**config.mk**
```make
export PLATFORM = sky130hd
export DESIGN_NAME = rcos_top
export DESIGN_NICKNAME = d
export VERILOG_FILES = /design/src/rtl/rcos_pkg.sv /design/src/rtl/rcos_top.sv /design/src/rtl/rcos_ref_out.sv
export VERILOG_INCLUDE_DIRS = /design/src /design/src/rtl
export SDC_FILE = /design/constraint.sdc
export NUM_CORES = 1
export LEC_CHECK = 0
export BUFFER_PORTS_ARGS = -buffer_cell sky130_fd_sc_hd__buf_2
export CORE_AREA = 2 2 161 163
export DETAILED_ROUTE_END_ITERATION = 12
export DIE_AREA = 0 0 163 165
export MAX_ROUTING_LAYER = met4
export PLACE_DENSITY = 0.85
export RECOVER_POWER = 25
export SLEW_MARGIN = 10
export SYNTH_ARGS = -nofsm -noshare
export SYNTH_HDL_FRONTEND = slang
export SYNTH_SLANG_ARGS = --single-unit
```
**constraint.sdc**
```tcl
create_clock -name clk_sys -period 8.95 [get_ports clk_sys]
set_clock_uncertainty 0.2 [all_clocks]
set_input_delay 1.79 -clock clk_sys [delete_from_list [all_inputs] [get_ports clk_sys]]
set_output_delay 1.79 -clock clk_sys [all_outputs]
set_load 0.01 [all_outputs]
```
**src/rtl/rcos_params.svh**
```systemverilog
`ifndef RCOS_PARAMS_SVH
`define RCOS_PARAMS_SVH

// register indices on the 4-bit register port
`define RCOS_ADDR_W 4
`define RCOS_DATA_W 8
`define RCOS_OFS_CFG_FIRST 4'h0
`define RCOS_OFS_DIV_FIRST 4'h1
`define RCOS_OFS_CFG_SECOND 4'h2
`define RCOS_OFS_DIV_SECOND 4'h3
`define RCOS_OFS_STATUS 4'h4
`define RCOS_OFS_CHAN_LO 4'h5
`define RCOS_OFS_CHAN_MID 4'h6
`define RCOS_OFS_CHAN_HI 4'h7

// configuration register fields
`define RCOS_CFG_SRC_LSB 0
`define RCOS_CFG_SRC_MSB 4
`define RCOS_CFG_RATE_BIT 5
`define RCOS_CFG_EN_BIT 6
`define RCOS_DIV_EXP_MSB 2

// reset values: output disabled, free-running source, T1 rate
`define RCOS_CFG_RESET 8'h12
`define RCOS_DIV_RESET 8'h00

// source codes
`define RCOS_NUM_CHAN 17
`define RCOS_SRC_EXT 5'h11
`define RCOS_SRC_FREE 5'h12

// phase step of a 24-bit accumulator at 40 MHz
`define RCOS_NCO_W 24
`define RCOS_NCO_STEP_T1 24'h09e1b1
`define RCOS_NCO_STEP_E1 24'h0d1b71

// a source with no rising edge in this window is reported dead
`define RCOS_CLK_PERIOD_NS 25
`define RCOS_ACT_WINDOW_NS 2000
`define RCOS_ACT_CYCLES (`RCOS_ACT_WINDOW_NS / `RCOS_CLK_PERIOD_NS)

`endif

```
**src/rtl/rcos_pkg.sv**
```systemverilog
package rcos_pkg;

    // per-output settings as seen by the output stage
    typedef struct packed {
        logic enable;
        logic rate_e1;
        logic [4:0] source;
        logic [2:0] div_exp;
    } rcos_out_cfg_t;

    // output pin: level plus drive enable, high-Z resolved outside
    typedef struct packed {
        logic level;
        logic oe;
    } rcos_pin_t;

    // register port request
    typedef struct packed {
        logic [3:0] addr;
        logic [7:0] wdata;
        logic wr;
        logic rd;
    } rcos_bus_req_t;

    function automatic logic rcos_pick(input logic [4:0] sel,
                                       input logic [16:0] chan,
                                       input logic ext,
                                       input logic free);
        logic r;
        r = free;
        if (sel < 5'd17) begin
            r = chan[sel];
        end else if (sel == 5'h11) begin
            r = ext;
        end
        return r;
    endfunction

endpackage

```
**src/rtl/rcos_top.sv**
```systemverilog
// Local design decisions: the address-and-strobe port and the register addresses.
`timescale 1ns/1ps
`include "rcos_params.svh"

module rcos_top (
    // clock and reset
    input wire logic clk_sys,
    input wire logic arst_n,
    // register port
    input wire logic [3:0] reg_addr,
    input wire logic [7:0] reg_wdata,
    input wire logic reg_wr,
    input wire logic reg_rd,
    output logic [7:0] reg_rdata,
    // clock sources
    input wire logic [16:0] chan_rcv_clk,
    input wire logic ext_clock_in_first,
    input wire logic ext_clock_in_second,
    // reference clock pins
    output logic ref_clock_out_first,
    output logic ref_clock_out_first_oe,
    output logic ref_clock_out_second,
    output logic ref_clock_out_second_oe
);
    import rcos_pkg::*;

    localparam int NSRC = `RCOS_NUM_CHAN + 2;
    localparam logic [7:0] ACT_CYC = 8'(`RCOS_ACT_CYCLES);

    ////////////////////////////////////////////////////////////////////////
    // reset release

    logic rst_meta_q, rst_n;

    always_ff @(posedge clk_sys or negedge arst_n) begin
        if (!arst_n) begin
            rst_meta_q <= 1'b0;
            rst_n <= 1'b0;
        end else begin
            rst_meta_q <= 1'b1;
            rst_n <= rst_meta_q;
        end
    end

    ////////////////////////////////////////////////////////////////////////
    // register port

    rcos_bus_req_t req;
    logic [7:0] cfg_first_q, cfg_first_d;
    logic [7:0] div_first_q, div_first_d;
    logic [7:0] cfg_second_q, cfg_second_d;
    logic [7:0] div_second_q, div_second_d;
    logic [7:0] rdata_q, rdata_d;
    logic [7:0] status;
    logic [NSRC-1:0] active_q;

    assign req.addr = reg_addr;
    assign req.wdata = reg_wdata;
    assign req.wr = reg_wr;
    assign req.rd = reg_rd;

    // reserved bit 7 reads zero
    function automatic logic [7:0] cfg_mask(input logic [7:0] v);
        return {1'b0, v[6:0]};
    endfunction

    function automatic logic [7:0] div_mask(input logic [7:0] v);
        return {5'h00, v[`RCOS_DIV_EXP_MSB:0]};
    endfunction

    always_comb begin
        cfg_first_d = cfg_first_q;
        div_first_d = div_first_q;
        cfg_second_d = cfg_second_q;
        div_second_d = div_second_q;
        if (req.wr) begin
            unique case (req.addr)
                `RCOS_OFS_CFG_FIRST: begin
                    cfg_first_d = cfg_mask(req.wdata);
                end
                `RCOS_OFS_DIV_FIRST: begin
                    div_first_d = div_mask(req.wdata);
                end
                `RCOS_OFS_CFG_SECOND: begin
                    cfg_second_d = cfg_mask(req.wdata);
                end
                `RCOS_OFS_DIV_SECOND: begin
                    div_second_d = div_mask(req.wdata);
                end
                default: begin
                end
            endcase
        end
    end

    always_comb begin
        rdata_d = 8'h00;
        if (req.rd) begin
            unique case (req.addr)
                `RCOS_OFS_CFG_FIRST: rdata_d = cfg_first_q;
                `RCOS_OFS_DIV_FIRST: rdata_d = div_first_q;
                `RCOS_OFS_CFG_SECOND: rdata_d = cfg_second_q;
                `RCOS_OFS_DIV_SECOND: rdata_d = div_second_q;
                `RCOS_OFS_STATUS: rdata_d = status;
                `RCOS_OFS_CHAN_LO: rdata_d = active_q[7:0];
                `RCOS_OFS_CHAN_MID: rdata_d = active_q[15:8];
                `RCOS_OFS_CHAN_HI: rdata_d = {7'h00, active_q[16]};
                default: rdata_d = 8'h00;
            endcase
        end
    end

    always_ff @(posedge clk_sys or negedge rst_n) begin
        if (!rst_n) begin
            cfg_first_q <= `RCOS_CFG_RESET;
            div_first_q <= `RCOS_DIV_RESET;
            cfg_second_q <= `RCOS_CFG_RESET;
            div_second_q <= `RCOS_DIV_RESET;
            rdata_q <= 8'h00;
        end else begin
            cfg_first_q <= cfg_first_d;
            div_first_q <= div_first_d;
            cfg_second_q <= cfg_second_d;
            div_second_q <= div_second_d;
            rdata_q <= rdata_d;
        end
    end

    // read data stands only in the cycle after the strobe
    assign reg_rdata = rdata_q;

    ////////////////////////////////////////////////////////////////////////
    // free-running clocks, one per line rate

    logic [`RCOS_NCO_W-1:0] nco_t1_q, nco_t1_d;
    logic [`RCOS_NCO_W-1:0] nco_e1_q, nco_e1_d;
    logic free_t1, free_e1;

    // jitter of one 25 ns period is accepted; average rate is exact enough
    always_comb begin
        nco_t1_d = nco_t1_q + `RCOS_NCO_STEP_T1;
        nco_e1_d = nco_e1_q + `RCOS_NCO_STEP_E1;
    end

    always_ff @(posedge clk_sys or negedge rst_n) begin
        if (!rst_n) begin
            nco_t1_q <= '0;
            nco_e1_q <= '0;
        end else begin
            nco_t1_q <= nco_t1_d;
            nco_e1_q <= nco_e1_d;
        end
    end

    assign free_t1 = nco_t1_q[`RCOS_NCO_W-1];
    assign free_e1 = nco_e1_q[`RCOS_NCO_W-1];

    ////////////////////////////////////////////////////////////////////////
    // source activity monitor

    logic [NSRC-1:0] src_vec;
    logic [NSRC-1:0] prev_q, prev_d;
    logic [NSRC-1:0] active_d;
    logic [7:0] idle_q [NSRC];
    logic [7:0] idle_d [NSRC];

    assign src_vec = {ext_clock_in_second, ext_clock_in_first, chan_rcv_clk};

    always_comb begin
        prev_d = src_vec;
        for (int i = 0; i < NSRC; i++) begin
            idle_d[i] = idle_q[i];
            active_d[i] = active_q[i];
            if (src_vec[i] && !prev_q[i]) begin
                idle_d[i] = 8'h00;
                active_d[i] = 1'b1;
            end else if (idle_q[i] == ACT_CYC) begin
                active_d[i] = 1'b0;
            end else begin
                idle_d[i] = idle_q[i] + 8'h01;
            end
        end
    end

    always_ff @(posedge clk_sys or negedge rst_n) begin
        if (!rst_n) begin
            prev_q <= '0;
            active_q <= '0;
            for (int i = 0; i < NSRC; i++) begin
                idle_q[i] <= 8'h00;
            end
        end else begin
            prev_q <= prev_d;
            active_q <= active_d;
            for (int i = 0; i < NSRC; i++) begin
                idle_q[i] <= idle_d[i];
            end
        end
    end

    ////////////////////////////////////////////////////////////////////////
    // output stages

    rcos_out_cfg_t out_cfg_first, out_cfg_second;
    rcos_pin_t pin_first, pin_second;
    logic free_first, free_second;

    assign out_cfg_first.enable = cfg_first_q[`RCOS_CFG_EN_BIT];
    assign out_cfg_first.rate_e1 = cfg_first_q[`RCOS_CFG_RATE_BIT];
    assign out_cfg_first.source =
        cfg_first_q[`RCOS_CFG_SRC_MSB:`RCOS_CFG_SRC_LSB];
    assign out_cfg_first.div_exp = div_first_q[2:0];
    assign out_cfg_second.enable = cfg_second_q[`RCOS_CFG_EN_BIT];
    assign out_cfg_second.rate_e1 = cfg_second_q[`RCOS_CFG_RATE_BIT];
    assign out_cfg_second.source =
        cfg_second_q[`RCOS_CFG_SRC_MSB:`RCOS_CFG_SRC_LSB];
    assign out_cfg_second.div_exp = div_second_q[2:0];

    // free-running rate follows the rate bit in each output's own configuration register
    assign free_first = out_cfg_first.rate_e1 ? free_e1 : free_t1;
    assign free_second = out_cfg_second.rate_e1 ? free_e1 : free_t1;

    rcos_ref_out u_out_first (
        .clk_sys(clk_sys),
        .rst_n(rst_n),
        .cfg(out_cfg_first),
        .chan_clk(chan_rcv_clk),
        .ext_clk(ext_clock_in_first),
        .free_clk(free_first),
        .pin(pin_first)
    );

    rcos_ref_out u_out_second (
        .clk_sys(clk_sys),
        .rst_n(rst_n),
        .cfg(out_cfg_second),
        .chan_clk(chan_rcv_clk),
        .ext_clk(ext_clock_in_second),
        .free_clk(free_second),
        .pin(pin_second)
    );

    assign ref_clock_out_first = pin_first.level;
    assign ref_clock_out_first_oe = pin_first.oe;
    assign ref_clock_out_second = pin_second.level;
    assign ref_clock_out_second_oe = pin_second.oe;

    // status: external activity and present pin levels
    assign status = {4'h0, pin_second.level, pin_first.level,
                     active_q[NSRC-1], active_q[NSRC-2]};

endmodule

```
**src/rtl/rcos_ref_out.sv**
```systemverilog
`timescale 1ns/1ps
`include "rcos_params.svh"

module rcos_ref_out (
    // clock and reset
    input wire logic clk_sys,
    input wire logic rst_n,
    // settings and candidate sources
    input rcos_pkg::rcos_out_cfg_t cfg,
    input wire logic [16:0] chan_clk,
    input wire logic ext_clk,
    input wire logic free_clk,
    // pin
    output rcos_pkg::rcos_pin_t pin
);
    import rcos_pkg::*;

    logic src;
    logic prev_q, prev_d;
    logic [7:0] cnt_q, cnt_d;
    logic lvl_q, lvl_d;
    logic oe_q, oe_d;

    always_comb begin
        src = rcos_pick(cfg.source, chan_clk, ext_clk, free_clk);
        prev_d = src;
        cnt_d = cnt_q;
        if (src && !prev_q) begin
            cnt_d = cnt_q + 8'h01;
        end
        // divide by 2^k: bit k-1 of the edge count
        if (cfg.div_exp == 3'h0) begin
            lvl_d = src;
        end else begin
            lvl_d = cnt_q[cfg.div_exp - 3'h1];
        end
        oe_d = cfg.enable;
    end

    always_ff @(posedge clk_sys or negedge rst_n) begin
        if (!rst_n) begin
            prev_q <= 1'b0;
            cnt_q <= 8'h00;
            lvl_q <= 1'b0;
            oe_q <= 1'b0;
        end else begin
            prev_q <= prev_d;
            cnt_q <= cnt_d;
            lvl_q <= lvl_d;
            oe_q <= oe_d;
        end
    end

    // level held low while disabled so the pad sees no activity
    assign pin.level = lvl_q & oe_q;
    assign pin.oe = oe_q;

endmodule

```
==> impl_metrics.csv <==
group,metric,value,unit
placed_design,pre_cts_ws,5.208,ns
global_route,grt_pass1_vias,9499,
min_path,holdPathStages,0,
clock_tree,post-cts-setup-buffers,0,
timing,rsz0062_at_grt,"no",
final_layout,final_core_util,61.71,%
clock_tree,cts_hold_buf,0,
floorplan,num_io_pins,47,
power_and_ir_drop,pwr-share-comb,17.6,%
floorplan,core,25040,um^2
setup_path,r2r_end,"u_out_first.lvl_q$_DFF_PN0_",
timing,setup_viol,0,
synthesis,synthDominantCellAreaShare,51.56,%
setup_path,crit_type,"flip-flop to output pin",
power_and_ir_drop,p_clk_share,34.8,%
final_layout,final_net_count,1404,
power_and_ir_drop,p_sw_share,29.12,%
power_and_ir_drop,switchingPower,0.001074,W
clock_tree,cts_made_buffers,30,
synthesis,syn_inst,1273,
timing,slew_violations,0,
setup_path,critPathArrivalTime,1.26,ns
route,final_antenna_net_count,0,
synthesis,synth.avg_cell_area,10.90,um^2
setup_path,critPathLaunchType,"flip-flop",
min_path,min_from,"rst_meta_q$_DFF_PN0_",
synthesis,syn_nets,1354,
clock_tree,cts.clk_slew.worst_paths,0.06,ns
synthesis,synth_cell_types,63,
min_path,hold_class,"flip-flop to flip-flop",
power_and_ir_drop,intPower,0.002614,W
timing,worst_slack,5.704,ns
synthesis,synth_compound_area_share,5.490,%
final_layout,fillers,1926,
synthesis,async_flop_share,100.0,%
synthesis,synth_xor_xnor_area_share,10.92,%
synthesis,synth_edf_count,0,
min_path,min_to,"rst_n$_DFF_PN0_",
clock_tree,cts.path.max_buffers,3,
run,max-cap-violations,0,
floorplan,initial_core_util,55.44,%
clock_tree,clockRootBuffer,"clkbuf_16",
setup_path,end_kind,"output pin",
clock_tree,tritoncts,"done",
route,drt_iter0_markers,729,
timing,slew_headroom,28.27,%
clock_tree,htree_levels,1,
route,via_per_inst,5.596,
timing,post-route-period-util,36.27,%
timing,tns,0,ns
timing,hold_ws,0.1563,ns
timing,min_period,3.246,ns
route,vias,9412,
synthesis,synth_seq_cells,290,
global_route,grt_pass1_wl,45480,um
timing,fmax,0.3081,GHz
setup_path,r2r_start,"div_first_q[0]$_DFFE_PN0P_",
synthesis,synth-adder-area-share,4.147,%
placed_design,placed_area,14430,um^2
placed_design,portBuffers,45,
setup_path,rrSetupSlack,6.46,ns
timing,tightest_slew,1.076,ns
power_and_ir_drop,p_per_area,238.7,nW/um^2
route,routed_wl,27300,um
synthesis,yosys_warnings,0,
synthesis,synth_area,13880,um^2
route,first_pass_iters,5,
synthesis,synth_top_family_by_area,"simple AND/OR/NAND/NOR gates",
floorplan,die_h,165,um
outcome,status,"completed",
power_and_ir_drop,ir_worst_vdd,0.1853,mV
route,routedWlPerCell,16.23,um
synthesis,yosys-top-cells-area,"dfrtp_1 52%, xor2_1 6.5%, nor2_1 5.1%, xnor2_1 4.4%, ha_1 4.1%",
synthesis,synth_area_leader_cell,"dfrtp_1",
clock_tree,worstSkewPairLatency,0.56,ns
floorplan,std_cell_rows,58,
global_route,grt-ovfl-total,0,
power_and_ir_drop,p_seq_share,47.6,%
synthesis,muxShareOfSynthArea,6.418,%
global_route,grt_usage,21.39,%
placed_design,dp_hpwl,17990,um
clock_tree,cts_resized,0,
floorplan,die-area,26900,um^2
floorplan,die_width,163,um
placed_design,gp_congestion,0.8772,
power_and_ir_drop,p_leak,7.019,nW
clock_tree,clock_sinks,290,
route,post-route-drc-count,0,
setup_path,crit_start,"u_out_first.lvl_q$_DFF_PN0_",
setup_path,r2r_cells,7,
final_layout,syn_to_final_growth,11.31,%
timing,hold_viol_final,0,
final_layout,fin_area,15450,um^2
synthesis,synthSimpleGateAreaFrac,18.35,%
final_layout,drive_gt1_share,10.17,%
setup_path,cp_data_required_time,6.96,ns
setup_path,cp_max_fo,2,
synthesis,synth_top_flop_cell,"dfrtp_1",
global_route,grt_max_degree,207,
synthesis,seq_area_frac_synth,52.32,%
global_route,antenna_found_initial,5,
## worst max-delay path by stage
stage	end	slack [ns]	cells past startpoint
after floorplan	active_q[0]$_DFFE_PN0P_	0.08	0
after global placement	cfg_first_q[5]$_DFFE_PN0P_	5.23	4
after detailed placement	cfg_first_q[2]$_DFFE_PN0P_	5.21	4
after CTS	ref_clock_out_second	5.68	2
after global routing	cfg_first_q[5]$_DFFE_PN0P_	5.62	4
final	ref_clock_out_first	5.70	2
## cells in the final DEF, fill, tap and decap left out, types with 38 or more instances in the layout
master / instances
nor2_1: 187
xor2_1: 103
inv_1: 53
nand2_1: 52
ha_1: 46
dfrtp_1: 285
and3_1: 38
nand3_1: 111
mux2_2: 38
xnor2_1: 70
## routing by layer
layer,share of wire [%],wire [um],up-vias,global-route usage (%)
li1,-,-,4462,-
met1,44,11900,4658,26.70
met2,49,13300,229,35.59
met3,5.0,1376,63,3.616
met4,2.6,717,0,7.442
met5,0,0,-,-
## critical path, cell delays in order, from the launching register on
cell and delay, ns:
dfrtp_1 0.38, and2_1 0.18, buf_2 0.14
## sequential cells by signal, summed over array words and instances (netlist names)
name,flops
cfg_first_q,7
rst_meta_q,1
active_q,19
u_out_first.lvl_q,1
div_first_q,3
u_out_first.oe_q,1
div_second_q,3
u_out_second.cnt_q,8
prev_q,19
cfg_second_q,7
reg_rdata,8
nco_t1_q,24
u_out_first.cnt_q,8
rst_n,1
u_out_first.prev_q,1
u_out_second.lvl_q,1
u_out_second.oe_q,1
nco_e1_q,24
u_out_second.prev_q,1
idle_q,152
## synth_stat cells, drive strengths merged (4+ instances only)
cell	instances
a21oi	28
a221oi	4
inv	53
and3	38
nor3	20
and2	7
clkbuf	27
nor2b	32
o21ai	13
nand4	6
ha	46
nand2b	4
a22oi	6
nand3	111
dfstp	4
mux4	13
a211oi	7
mux2i	14
a21o	20
nand2	52
mux2	38
nor4bb	19
xor2	103
xnor2	70
nor3b	17
nor2	187
dfrtp	286
or2	5
## layout make-up
type / instances / area, um^2 / area share, %
diodes: 5 / 12.51 / 0.08098
clock buffers: 47 / 935.9 / 6.058
clock inverters: 9 / 101.3 / 0.6560
inverters: 53 / 198.9 / 1.288
multi-input cells: 901 / 6295 / 40.74
flip-flops and latches: 290 / 7266 / 47.03
well taps: 330 / 412.9 / 2.673
repair buffers: 47 / 227.7 / 1.474
## power by group through the flow
stage | registers [W] | logic, W | clock network (W)
after floorplan | 0.00172 | 0.000507 | 0
after global placement | 0.00175 | 0.000598 | 0
after detailed placement | 0.00177 | 0.000642 | 0
after CTS | 0.00175 | 0.000656 | 0.00131
after global routing | 0.00179 | 0.000725 | 0.00136
final | 0.00176 | 0.000650 | 0.00128
## cell families after synthesis
group,count (synthesis)
XOR/XNOR,173
AO/OA/AOI/OAI,106
flip-flops,290
AND/OR/NAND/NOR,510
buffers and inverters,82
other,1
adder cells (fa/ha/maj),46
multiplexers,65
## through the flow
step	std cells	power, W
final	1682	0.003688
after global routing	1682	0.003872
after CTS	1677	0.003711
after detailed placement	1621	0.002408
after global placement	1621	0.002353
after floorplan	1273	0.002227
(Power assumes the default switching activity.)
